$ cat config.mk
export PLATFORM = sky130hd
export DESIGN_NAME = sacf_regs
export DESIGN_NICKNAME = d
export VERILOG_FILES = /design/src/sacf_regs.v /design/src/sacf_pad_dec.v
export VERILOG_INCLUDE_DIRS = /design/src
export SDC_FILE = /design/constraint.sdc
export NUM_CORES = 1
export LEC_CHECK = 0
export BUFFER_PORTS_ARGS = -buffer_cell sky130_fd_sc_hd__buf_2
export CORE_MARGIN = 2
export CORE_UTILIZATION = 51
export DETAILED_ROUTE_END_ITERATION = 8
export PLACE_DENSITY = 0.86
export SLEW_MARGIN = 40
export SYNTH_ARGS = -nofsm -noshare
export SYNTH_HDL_FRONTEND = slang
export SYNTH_HIERARCHICAL = 1
export SYNTH_SLANG_ARGS = --single-unit
$ cat constraint.sdc
create_clock -name mclk_i -period 2.25 [get_ports mclk_i]
set_input_delay 0.225 -clock mclk_i [delete_from_list [all_inputs] [get_ports mclk_i]]
set_output_delay 0.225 -clock mclk_i [all_outputs]
set_load 0.01 [all_outputs]
$ cat src/sacf_map.vh
// Register map constants for the converter / interrupt / timer config SFR bank.
// Assumes an 8-bit register port with byte offsets as the core addresses them.
`ifndef SACF_MAP_VH
`define SACF_MAP_VH

// ----------------------------------------
// Offsets
// ----------------------------------------
`define SACF_OFS_VREF     8'h13
`define SACF_OFS_SAMPRES  8'h14
`define SACF_OFS_WAKE     8'h15
`define SACF_OFS_APIN     8'h16
`define SACF_OFS_TRIM     8'h17
`define SACF_OFS_EDGE     8'h18
`define SACF_OFS_T1H      8'h19
`define SACF_OFS_ANALOG_CIRCUIT_ENABLE    8'h1a
`define SACF_OFS_PADSEL   8'h1b
`define SACF_OFS_T4H      8'h1c

// ----------------------------------------
// Field positions
// ----------------------------------------
`define SACF_VREF_EXT_BIT     7
`define SACF_TRIM_SIGN_BIT    5
`define SACF_EDGE_IRQ2_BIT    7
`define SACF_EDGE_EXT_IRQ2_PIN_SEL_BIT    6
`define SACF_EDGE_EXT_IRQ1_PIN_SEL_BIT    5
`define SACF_EDGE_EXT_IRQ0_PIN_SEL_BIT    4
`define SACF_CMP_ON_BIT       7
`define SACF_PAD_ON_BIT       7

// ----------------------------------------
// Reset values
// ----------------------------------------
`define SACF_RST_VREF_EXT   1'b0
`define SACF_RST_VREF_LVL   2'h3
`define SACF_RST_SAMPRES    8'h0a
`define SACF_RST_WAKE       8'h00
`define SACF_RST_APIN       8'h00
`define SACF_RST_TRIM       6'h00
`define SACF_RST_EDGE       8'h05
`define SACF_RST_HIGH2      2'h0
`define SACF_RST_PWM4       4'h0
`define SACF_RST_CMP        1'b0
`define SACF_RST_PAD_ON     1'b0
`define SACF_RST_PAD_SEL    4'h0

// ----------------------------------------
// Encodings
// ----------------------------------------
`define SACF_LVL_VDD   2'h3
`define SACF_LVL_4V    2'h2
`define SACF_LVL_3V    2'h1
`define SACF_LVL_2V    2'h0
`define SACF_RES_8     2'h0
`define SACF_RES_10    2'h1
`define SACF_RES_12    2'h2
`define SACF_EDGE_RSV  2'h0
`define SACF_EDGE_RISE 2'h1
`define SACF_EDGE_FALL 2'h2
`define SACF_EDGE_BOTH 2'h3

`endif

$ cat src/sacf_regs.v
// Special function register bank 0x13..0x1c: converter, wake, interrupt-pin,
// timer/PWM upper bits, comparator and pad-measure configuration.
// Assumes a single-cycle core register port on mclk_i; timers feed live counts.
//
// Behaviour
// - Ref select 0 internal, 1 external PA0
// - Level bits 11 VDD 10 4V 01 3V 00 2V
// - Sample width 1,2,4,8 converter clocks
// - Resolution 00 8-bit, 01 10-bit, 1x 12-bit
// - Port B analog-only bits cut digital input
// - Port A analog-only bits, reset clear
// - Five-bit trim magnitude, zero to 11mV
// - Trim sign: 0 decrease, 1 increase
// - Per-pin port A wake enables, reset off
// - Irq2 select puts PA5 on interrupt
// - Irq1 select puts PB1/PA3 on interrupt
// - Irq0 select puts PA4 on interrupt
// - Irq0/1 edge: rise, fall, both; 00 reserved
// - Irq2 edge bit: 0 falling, 1 rising
// - Timer1 upper write reload, read live count
// - Timer4 upper write reload, read live count
// - PWM duty upper bits held, read/write
// - Comparator enable bit, reset off
// - Measure on bit, pad select PA/PB
//
// Strobed register access was left to the implementer.
`include "sacf_map.vh"

module sacf_regs (
	input  wire        mclk_i,
	input  wire        nrst_i,
	input  wire [7:0]  addr_i,
	input  wire [7:0]  wdata_i,
	input  wire        wr_i,
	input  wire        rd_i,
	output reg  [7:0]  rdata_o,
	input  wire [9:0]  tmr1_count_i,
	input  wire [9:0]  tmr4_count_i,
	output wire        ext_ref_source_sel_o,
	output wire [1:0]  int_ref_level_sel_o,
	output wire        ref_use_int_o,
	output wire [3:0]  int_ref_onehot_o,
	output wire [1:0]  sample_width_sel_o,
	output wire [3:0]  sample_clocks_o,
	output wire [1:0]  conv_resolution_sel_o,
	output wire [3:0]  conv_bits_o,
	output wire [7:1]  portb_analog_only_o,
	output wire [7:1]  portb_din_en_o,
	output wire [4:0]  porta_analog_only_o,
	output wire [4:0]  porta_din_en_o,
	output wire [4:0]  offset_trim_mag_o,
	output wire        offset_trim_sign_o,
	output wire [7:0]  porta_pin_wake_en_o,
	output wire        ext_irq2_pin_sel_o,
	output wire        ext_irq1_pin_sel_o,
	output wire        ext_irq0_pin_sel_o,
	output wire [1:0]  irq1_edge_sel_o,
	output wire [1:0]  irq0_edge_sel_o,
	output wire        irq2_edge_sel_o,
	output wire [1:0]  irq0_trig_o,
	output wire [1:0]  irq1_trig_o,
	output wire [1:0]  irq2_trig_o,
	output wire [1:0]  tmr1_upper_bits_o,
	output reg         tmr1_load_o,
	output wire [1:0]  tmr4_upper_bits_o,
	output reg         tmr4_load_o,
	output wire [1:0]  pwm_ch1_duty_upper_o,
	output wire [1:0]  pwm_ch2_duty_upper_o,
	output wire [1:0]  pwm_ch3_duty_upper_o,
	output wire [1:0]  pwm_ch4_duty_upper_o,
	output wire        comparator_on_o,
	output wire        pad_measure_on_o,
	output wire [3:0]  pad_measure_sel_o,
	output wire [7:0]  pad_measure_pa_o,
	output wire [7:0]  pad_measure_pb_o
);

	// ----------------------------------------
	// Storage
	// ----------------------------------------
	reg        vref_ext_r;
	reg  [1:0] vref_lvl_r;
	reg  [7:0] samp_res_r;
	reg  [7:0] wake_r;
	reg  [7:0] apin_r;
	reg  [5:0] trim_r;
	reg  [7:0] edge_r;
	reg  [1:0] t1_hi_r;
	reg  [3:0] pwm12_r;
	reg  [1:0] t4_hi_r;
	reg  [3:0] pwm34_r;
	reg        cmp_on_r;
	reg        pad_on_r;
	reg  [3:0] pad_sel_r;
	reg  [7:0] rdata_nxt;

	// ----------------------------------------
	// Write decode
	// ----------------------------------------
	// Full-byte compare so neighbours outside the bank never alias in
	wire wr_vref   = wr_i & (addr_i == `SACF_OFS_VREF);
	wire wr_samp   = wr_i & (addr_i == `SACF_OFS_SAMPRES);
	wire wr_wake   = wr_i & (addr_i == `SACF_OFS_WAKE);
	wire wr_apin   = wr_i & (addr_i == `SACF_OFS_APIN);
	wire wr_trim   = wr_i & (addr_i == `SACF_OFS_TRIM);
	wire wr_edge   = wr_i & (addr_i == `SACF_OFS_EDGE);
	wire wr_t1h    = wr_i & (addr_i == `SACF_OFS_T1H);
	wire wr_ana    = wr_i & (addr_i == `SACF_OFS_ANALOG_CIRCUIT_ENABLE);
	wire wr_pad    = wr_i & (addr_i == `SACF_OFS_PADSEL);
	wire wr_t4h    = wr_i & (addr_i == `SACF_OFS_T4H);

	// ----------------------------------------
	// Register writes
	// ----------------------------------------
	// One process per register, so each field's reset and write sit together.
	// Unused bit positions are simply not stored: writes to them are lost.
	// Load pulses tell the timers to take the new upper reload bits
	always @(posedge mclk_i or negedge nrst_i) begin
		if (!nrst_i) begin
			tmr1_load_o <= 1'b0;
			tmr4_load_o <= 1'b0;
		end else begin
			tmr1_load_o <= wr_t1h;
			tmr4_load_o <= wr_t4h;
		end
	end

	always @(posedge mclk_i or negedge nrst_i) begin
		if (!nrst_i) begin
			vref_ext_r <= `SACF_RST_VREF_EXT;
			vref_lvl_r <= `SACF_RST_VREF_LVL;
		end else if (wr_vref) begin
			vref_ext_r <= wdata_i[`SACF_VREF_EXT_BIT];
			vref_lvl_r <= wdata_i[1:0];
		end
	end

	always @(posedge mclk_i or negedge nrst_i) begin
		if (!nrst_i)
			samp_res_r <= `SACF_RST_SAMPRES;
		else if (wr_samp)
			samp_res_r <= wdata_i;
	end

	always @(posedge mclk_i or negedge nrst_i) begin
		if (!nrst_i)
			wake_r <= `SACF_RST_WAKE;
		else if (wr_wake)
			wake_r <= wdata_i;
	end

	always @(posedge mclk_i or negedge nrst_i) begin
		if (!nrst_i)
			apin_r <= `SACF_RST_APIN;
		else if (wr_apin)
			apin_r <= wdata_i;
	end

	always @(posedge mclk_i or negedge nrst_i) begin
		if (!nrst_i)
			trim_r <= `SACF_RST_TRIM;
		else if (wr_trim)
			trim_r <= wdata_i[5:0];
	end

	// Reserved edge code is stored as written; the trigger decode arms nothing
	always @(posedge mclk_i or negedge nrst_i) begin
		if (!nrst_i)
			edge_r <= `SACF_RST_EDGE;
		else if (wr_edge)
			edge_r <= wdata_i;
	end

	// Reset value of the timer/PWM upper bits is undefined; zero is used
	always @(posedge mclk_i or negedge nrst_i) begin
		if (!nrst_i) begin
			t1_hi_r <= `SACF_RST_HIGH2;
			pwm12_r <= `SACF_RST_PWM4;
		end else if (wr_t1h) begin
			t1_hi_r <= wdata_i[5:4];
			pwm12_r <= wdata_i[3:0];
		end
	end

	always @(posedge mclk_i or negedge nrst_i) begin
		if (!nrst_i) begin
			t4_hi_r <= `SACF_RST_HIGH2;
			pwm34_r <= `SACF_RST_PWM4;
		end else if (wr_t4h) begin
			t4_hi_r <= wdata_i[7:6];
			pwm34_r <= wdata_i[3:0];
		end
	end

	always @(posedge mclk_i or negedge nrst_i) begin
		if (!nrst_i)
			cmp_on_r <= `SACF_RST_CMP;
		else if (wr_ana)
			cmp_on_r <= wdata_i[`SACF_CMP_ON_BIT];
	end

	always @(posedge mclk_i or negedge nrst_i) begin
		if (!nrst_i) begin
			pad_on_r  <= `SACF_RST_PAD_ON;
			pad_sel_r <= `SACF_RST_PAD_SEL;
		end else if (wr_pad) begin
			pad_on_r  <= wdata_i[`SACF_PAD_ON_BIT];
			pad_sel_r <= wdata_i[3:0];
		end
	end

	// ----------------------------------------
	// Read path
	// ----------------------------------------
	// Timer upper bits read the live count, not what was written.
	always @* begin
		rdata_nxt = 8'h00;
		case (addr_i)
			`SACF_OFS_VREF:    rdata_nxt = {vref_ext_r, 5'h00, vref_lvl_r};
			`SACF_OFS_SAMPRES: rdata_nxt = samp_res_r;
			`SACF_OFS_WAKE:    rdata_nxt = wake_r;
			`SACF_OFS_APIN:    rdata_nxt = apin_r;
			`SACF_OFS_TRIM:    rdata_nxt = {2'h0, trim_r};
			`SACF_OFS_EDGE:    rdata_nxt = edge_r;
			`SACF_OFS_T1H:     rdata_nxt = {2'h0, tmr1_count_i[9:8], pwm12_r};
			`SACF_OFS_ANALOG_CIRCUIT_ENABLE:   rdata_nxt = {cmp_on_r, 7'h00};
			`SACF_OFS_PADSEL:  rdata_nxt = {pad_on_r, 3'h0, pad_sel_r};
			`SACF_OFS_T4H:     rdata_nxt = {tmr4_count_i[9:8], 2'h0, pwm34_r};
			default:           rdata_nxt = 8'h00;
		endcase
	end

	// ----------------------------------------
	// Read data register
	// ----------------------------------------
	// Idle data is zero so a stale value never looks like a fresh answer
	always @(posedge mclk_i or negedge nrst_i) begin
		if (!nrst_i)
			rdata_o <= 8'h00;
		else if (rd_i)
			rdata_o <= rdata_nxt;
		else
			rdata_o <= 8'h00;
	end

	// ----------------------------------------
	// Converter controls
	// ----------------------------------------
	assign ext_ref_source_sel_o  = vref_ext_r;
	assign int_ref_level_sel_o   = vref_lvl_r;
	assign ref_use_int_o         = ~vref_ext_r;

	genvar i;
	generate
		for (i = 0; i < 4; i = i + 1) begin : g_lvl
			// Index 3 VDD, 2 4V, 1 3V, 0 2V; all off while the pad supplies it
			localparam [1:0] LVL = i;
			assign int_ref_onehot_o[i] = ~vref_ext_r & (vref_lvl_r == LVL);
		end
	endgenerate

	assign sample_width_sel_o = samp_res_r[3:2];
	// One-hot count of converter clocks: 1, 2, 4 or 8
	assign sample_clocks_o = 4'h1 << samp_res_r[3:2];

	assign conv_resolution_sel_o = samp_res_r[1:0];
	assign conv_bits_o = samp_res_r[1] ? 4'hc :
	                     (samp_res_r[0] ? 4'ha : 4'h8);

	assign portb_analog_only_o = {samp_res_r[7:4], apin_r[7:5]};
	// Digital input path is gated off for pure analog pins to save power
	assign porta_analog_only_o = apin_r[4:0];

	genvar b;
	generate
		for (b = 1; b < 8; b = b + 1) begin : g_pb_din
			assign portb_din_en_o[b] = ~portb_analog_only_o[b];
		end
		for (b = 0; b < 5; b = b + 1) begin : g_pa_din
			assign porta_din_en_o[b] = ~apin_r[b];
		end
	endgenerate

	assign offset_trim_mag_o  = trim_r[4:0];
	assign offset_trim_sign_o = trim_r[`SACF_TRIM_SIGN_BIT];

	assign porta_pin_wake_en_o = wake_r;

	// ----------------------------------------
	// Interrupt pin and edge selects
	// ----------------------------------------
	assign ext_irq2_pin_sel_o = edge_r[`SACF_EDGE_EXT_IRQ2_PIN_SEL_BIT];
	assign ext_irq1_pin_sel_o = edge_r[`SACF_EDGE_EXT_IRQ1_PIN_SEL_BIT];
	assign ext_irq0_pin_sel_o = edge_r[`SACF_EDGE_EXT_IRQ0_PIN_SEL_BIT];
	assign irq1_edge_sel_o    = edge_r[3:2];
	assign irq0_edge_sel_o    = edge_r[1:0];
	assign irq2_edge_sel_o    = edge_r[`SACF_EDGE_IRQ2_BIT];

	// Trigger as {falling, rising}; the reserved code arms no edge at all
	assign irq0_trig_o = ext_irq0_pin_sel_o ? edge_r[1:0] : 2'h0;
	assign irq1_trig_o = ext_irq1_pin_sel_o ? edge_r[3:2] : 2'h0;
	assign irq2_trig_o = ext_irq2_pin_sel_o ?
	                     (irq2_edge_sel_o ? 2'h1 : 2'h2) : 2'h0;

	// ----------------------------------------
	// Timer and PWM upper bits
	// ----------------------------------------
	assign tmr1_upper_bits_o    = t1_hi_r;
	assign tmr4_upper_bits_o    = t4_hi_r;
	assign pwm_ch1_duty_upper_o = pwm12_r[1:0];
	assign pwm_ch2_duty_upper_o = pwm12_r[3:2];
	assign pwm_ch3_duty_upper_o = pwm34_r[1:0];
	assign pwm_ch4_duty_upper_o = pwm34_r[3:2];

	// ----------------------------------------
	// Comparator and pad measure
	// ----------------------------------------
	assign comparator_on_o   = cmp_on_r;
	assign pad_measure_on_o  = pad_on_r;
	assign pad_measure_sel_o = pad_sel_r;

	sacf_pad_dec u_pad_dec (
		.en_i  (pad_on_r),
		.sel_i (pad_sel_r),
		.pa_o  (pad_measure_pa_o),
		.pb_o  (pad_measure_pb_o)
	);

endmodule

$ cat src/sacf_pad_dec.v
// One-hot pad decoder for the measure function pad select.
// Assumes select and enable come from registers on the same clock.
module sacf_pad_dec (
	input  wire       en_i,
	input  wire [3:0] sel_i,
	output wire [7:0] pa_o,
	output wire [7:0] pb_o
);

	wire [15:0] onehot;

	genvar g;
	generate
		for (g = 0; g < 16; g = g + 1) begin : g_dec
			localparam [3:0] CODE = g;
			assign onehot[g] = en_i & (sel_i == CODE);
		end
	endgenerate

	assign pa_o = onehot[7:0];
	assign pb_o = onehot[15:8];

endmodule

==> impl_metrics.env <==
export IMPL_clk_pin_slew_ps=70
export IMPL_slew_viol_final=0
export IMPL_p_leak_nw=2.391
export IMPL_ys_warn_count=6
export IMPL_setup_violations=0
export IMPL_fp_dieH_microns=86.30
export IMPL_holdCritPathClass="input pin to register"
export IMPL_irDropWorstVdd_mv=0.4601
export IMPL_clock_latency_ps=340
export IMPL_ios=156
export IMPL_cp_slowest_cell="dfrtp_1"
export IMPL_path_buf_inv=1
export IMPL_rsz0062_at_grt="no"
export IMPL_grt_max_degree=44
export IMPL_worst_slew_pin_slew_ps=863.2
export IMPL_powerDensity_nw_per_um2=587.6
export IMPL_synthTopCellsByArea="dfrtp_1 46%, mux2_2 19%, dfstp_2 4.6%"
export IMPL_critPathArrivalTime_ps=1480
export IMPL_clock_fmax_mhz=585.0
export IMPL_wl_per_cell_microns=17.54
export IMPL_critical_path_max_fanout=7
export IMPL_io_buffers=137
export IMPL_cts_tree="yes"
export IMPL_grtUsageMet1_pct=31.96
export IMPL_seq_area_sq_um=1734
export IMPL_cp_start_kind="register"
export IMPL_crit_path_end_kind="output port"
export IMPL_status="finished, final reports clean"
export IMPL_busiest_layer="met2"
export IMPL_synthesis_area_sq_um=3455
export IMPL_relSlewSlack_pct=42.39
export IMPL_synthDistinctLibCells=45
export IMPL_syn_nets=335
export IMPL_final_cell_mix="137 x buf_2, 63 x dfrtp_1, 58 x mux2_2, 21 x nor2_1, 17 x inv_1"
export IMPL_drt_total_wl_mm=9.085
export IMPL_clk_path_buf_depth=2
export IMPL_drive_gt1_share_pct=53.51
export IMPL_drv_cap=0
export IMPL_synth_top_area_cell="dfrtp_1"
export IMPL_overflow=0
export IMPL_hold_viol=0
export IMPL_drt_first_iter_violations=173
export IMPL_grt_pass1_wl_mm=13.80
export IMPL_setup_tns_final_ps=0
export IMPL_cts_root_buf="clkbuf_8"
export IMPL_grt_antenna_before_repair=0
export IMPL_h_tree_depth=3
export IMPL_multi_input_comb_area_sq_um=1569
export IMPL_cp_required_ps=2030
export IMPL_cts_buffers=9
export IMPL_vias=2923
export IMPL_globalplace_congestion=0.8380
export IMPL_coreArea_sq_um=6459
export IMPL_cts_repair_resized=0
export IMPL_area_growth_pct=27.53
export IMPL_crit_family="simple AND/OR/NAND/NOR gates"
export IMPL_die_area_sq_um=7448
export IMPL_grt_pass1_vias=2675
export IMPL_synth_avg_cell_area_sq_um=11.71
export IMPL_initial_core_util_pct=53.49
export IMPL_fillers=488
export IMPL_die_width_microns=86.30
export IMPL_crit_chain="or3b_4 > nor3_2 > buf_2"
export IMPL_clkSinkCount=69
export IMPL_synth_top_area_share_pct=45.64
export IMPL_diodes=0
export IMPL_viasPerCell=5.643
export IMPL_grtUsageMet3_pct=5.714
export IMPL_grt_total_usage_pct=24.30
export IMPL_slowest_delay_ps=450
export IMPL_layout_nets=476
export IMPL_finalCritPeriodShare_pct=75.97
export IMPL_ys_ff_latch=69
export IMPL_fin_skew_ps=9.692
export IMPL_drtAntennaViolNets=0
export IMPL_layout_cells_most_common="buf_2"
export IMPL_criticalPathCategory="register to output port"
export IMPL_rows=29
export IMPL_async_reset_ff_share_pct=100.0
export IMPL_synth_edf_count=0
export IMPL_period_minus_slack_ps=1709
export IMPL_dr_pass1_iters=5
export IMPL_synth_ff_type="dfrtp_1"
export IMPL_total_power_mw=2.589
export IMPL_syn_inst=295
export IMPL_place_hpwl_mm=6.680
export IMPL_ys_seq_area_share_pct=50.20
export IMPL_use_met2_pct=40.73
export IMPL_drc=0
==> cell families after synthesis <==
group           share of synthesized area, %
buf+inv                                4.382
simple gates                           14.49
flops                                  50.20
compound gates                         6.158
mux                                    24.56
other cells                           0.2174
==> worst paths after layout <==
kind | startpoint | endpoint | slack [ps] | depth (start not counted)
worst max register to register | int_ref_level_sel_o[0] | rdata_o[0] | 570 | 4
min in group asynchronous | nrst_i | samp_res_r[6] | 430 | 2
worst max-delay path | pad_measure_sel_o[3] | pad_measure_pa_o[0] | 540 | 3
worst min-delay path | wdata_i[6] | samp_res_r[6] | 190 | 2
max in group asynchronous | nrst_i | samp_res_r[1] | 1100 | 3
worst min register to register | tmr4_upper_bits_o[1] | tmr4_upper_bits_o[1] | 510 | 1
==> metrics by stage <==
step	hold WS [ps]	util (%)	setup WS [ps]	std cells	area (sq um)
after detailed placement	273.2	65.36	196.1	501	4222
after global routing	188.9	68.21	457.3	518	4405
final	188.5	68.21	540.6	518	4405
after floorplan	-70.59	-	566.0	295	3455
after CTS	178.2	68.21	536.5	518	4405
after global placement	262.8	65.36	228.4	501	4222
==> metal layers <==
layer	vias to the layer above	wire length, microns
met1	1444	3675
met4	0	77
met2	140	4622
met3	8	710
li1	1331	-
met5	-	0
==> layout make-up <==
type | instances | share of cell area [%]
tap | 77 | 2.187
clock buffer | 15 | 3.777
clock inverter | 1 | 0.1704
inverter | 17 | 1.448
multi-input combinational | 193 | 35.61
timing repair buffer | 146 | 17.44
sequential | 69 | 39.36
==> synth_stat cells (all sizes together), types with 3 or more instances <==
master / number
buf: 10
mux2i: 6
a21oi: 8
nand3: 14
nand4: 3
inv: 17
o21ai: 4
dfstp: 6
and3: 3
a22oi: 3
nor3b: 3
nand3b: 3
nand2: 8
a31oi: 3
and2: 9
nand2b: 4
nor3: 7
nor2b: 8
clkbuf: 6
nor2: 22
dfrtp: 63
mux2: 64
==> sequential cells by signal, indices dropped and copies added, names as in the netlist, 4 cells and up <==
| register | flops |
|---|---|
| edge_r | 8 |
| samp_res_r | 8 |
| trim_r | 6 |
| pad_measure_sel_o | 4 |
| pwm34_r | 4 |
| pwm12_r | 4 |
| porta_pin_wake_en_o | 8 |
| rdata_o | 8 |
| apin_r | 8 |
==> report_power, final <==
group          internal, mW  total [mW]  switching (mW)
Clock                 0.463       0.896           0.433
Combinational         0.151       0.342           0.191
Sequential             1.30        1.35          0.0554
==> what timing repair did <==
item                                   CTS  global route
endpoints found under the hold margin   23             0
hold buffers                             1             0
setup buffers                            0             0
Power figures use the tool's default switching activity.
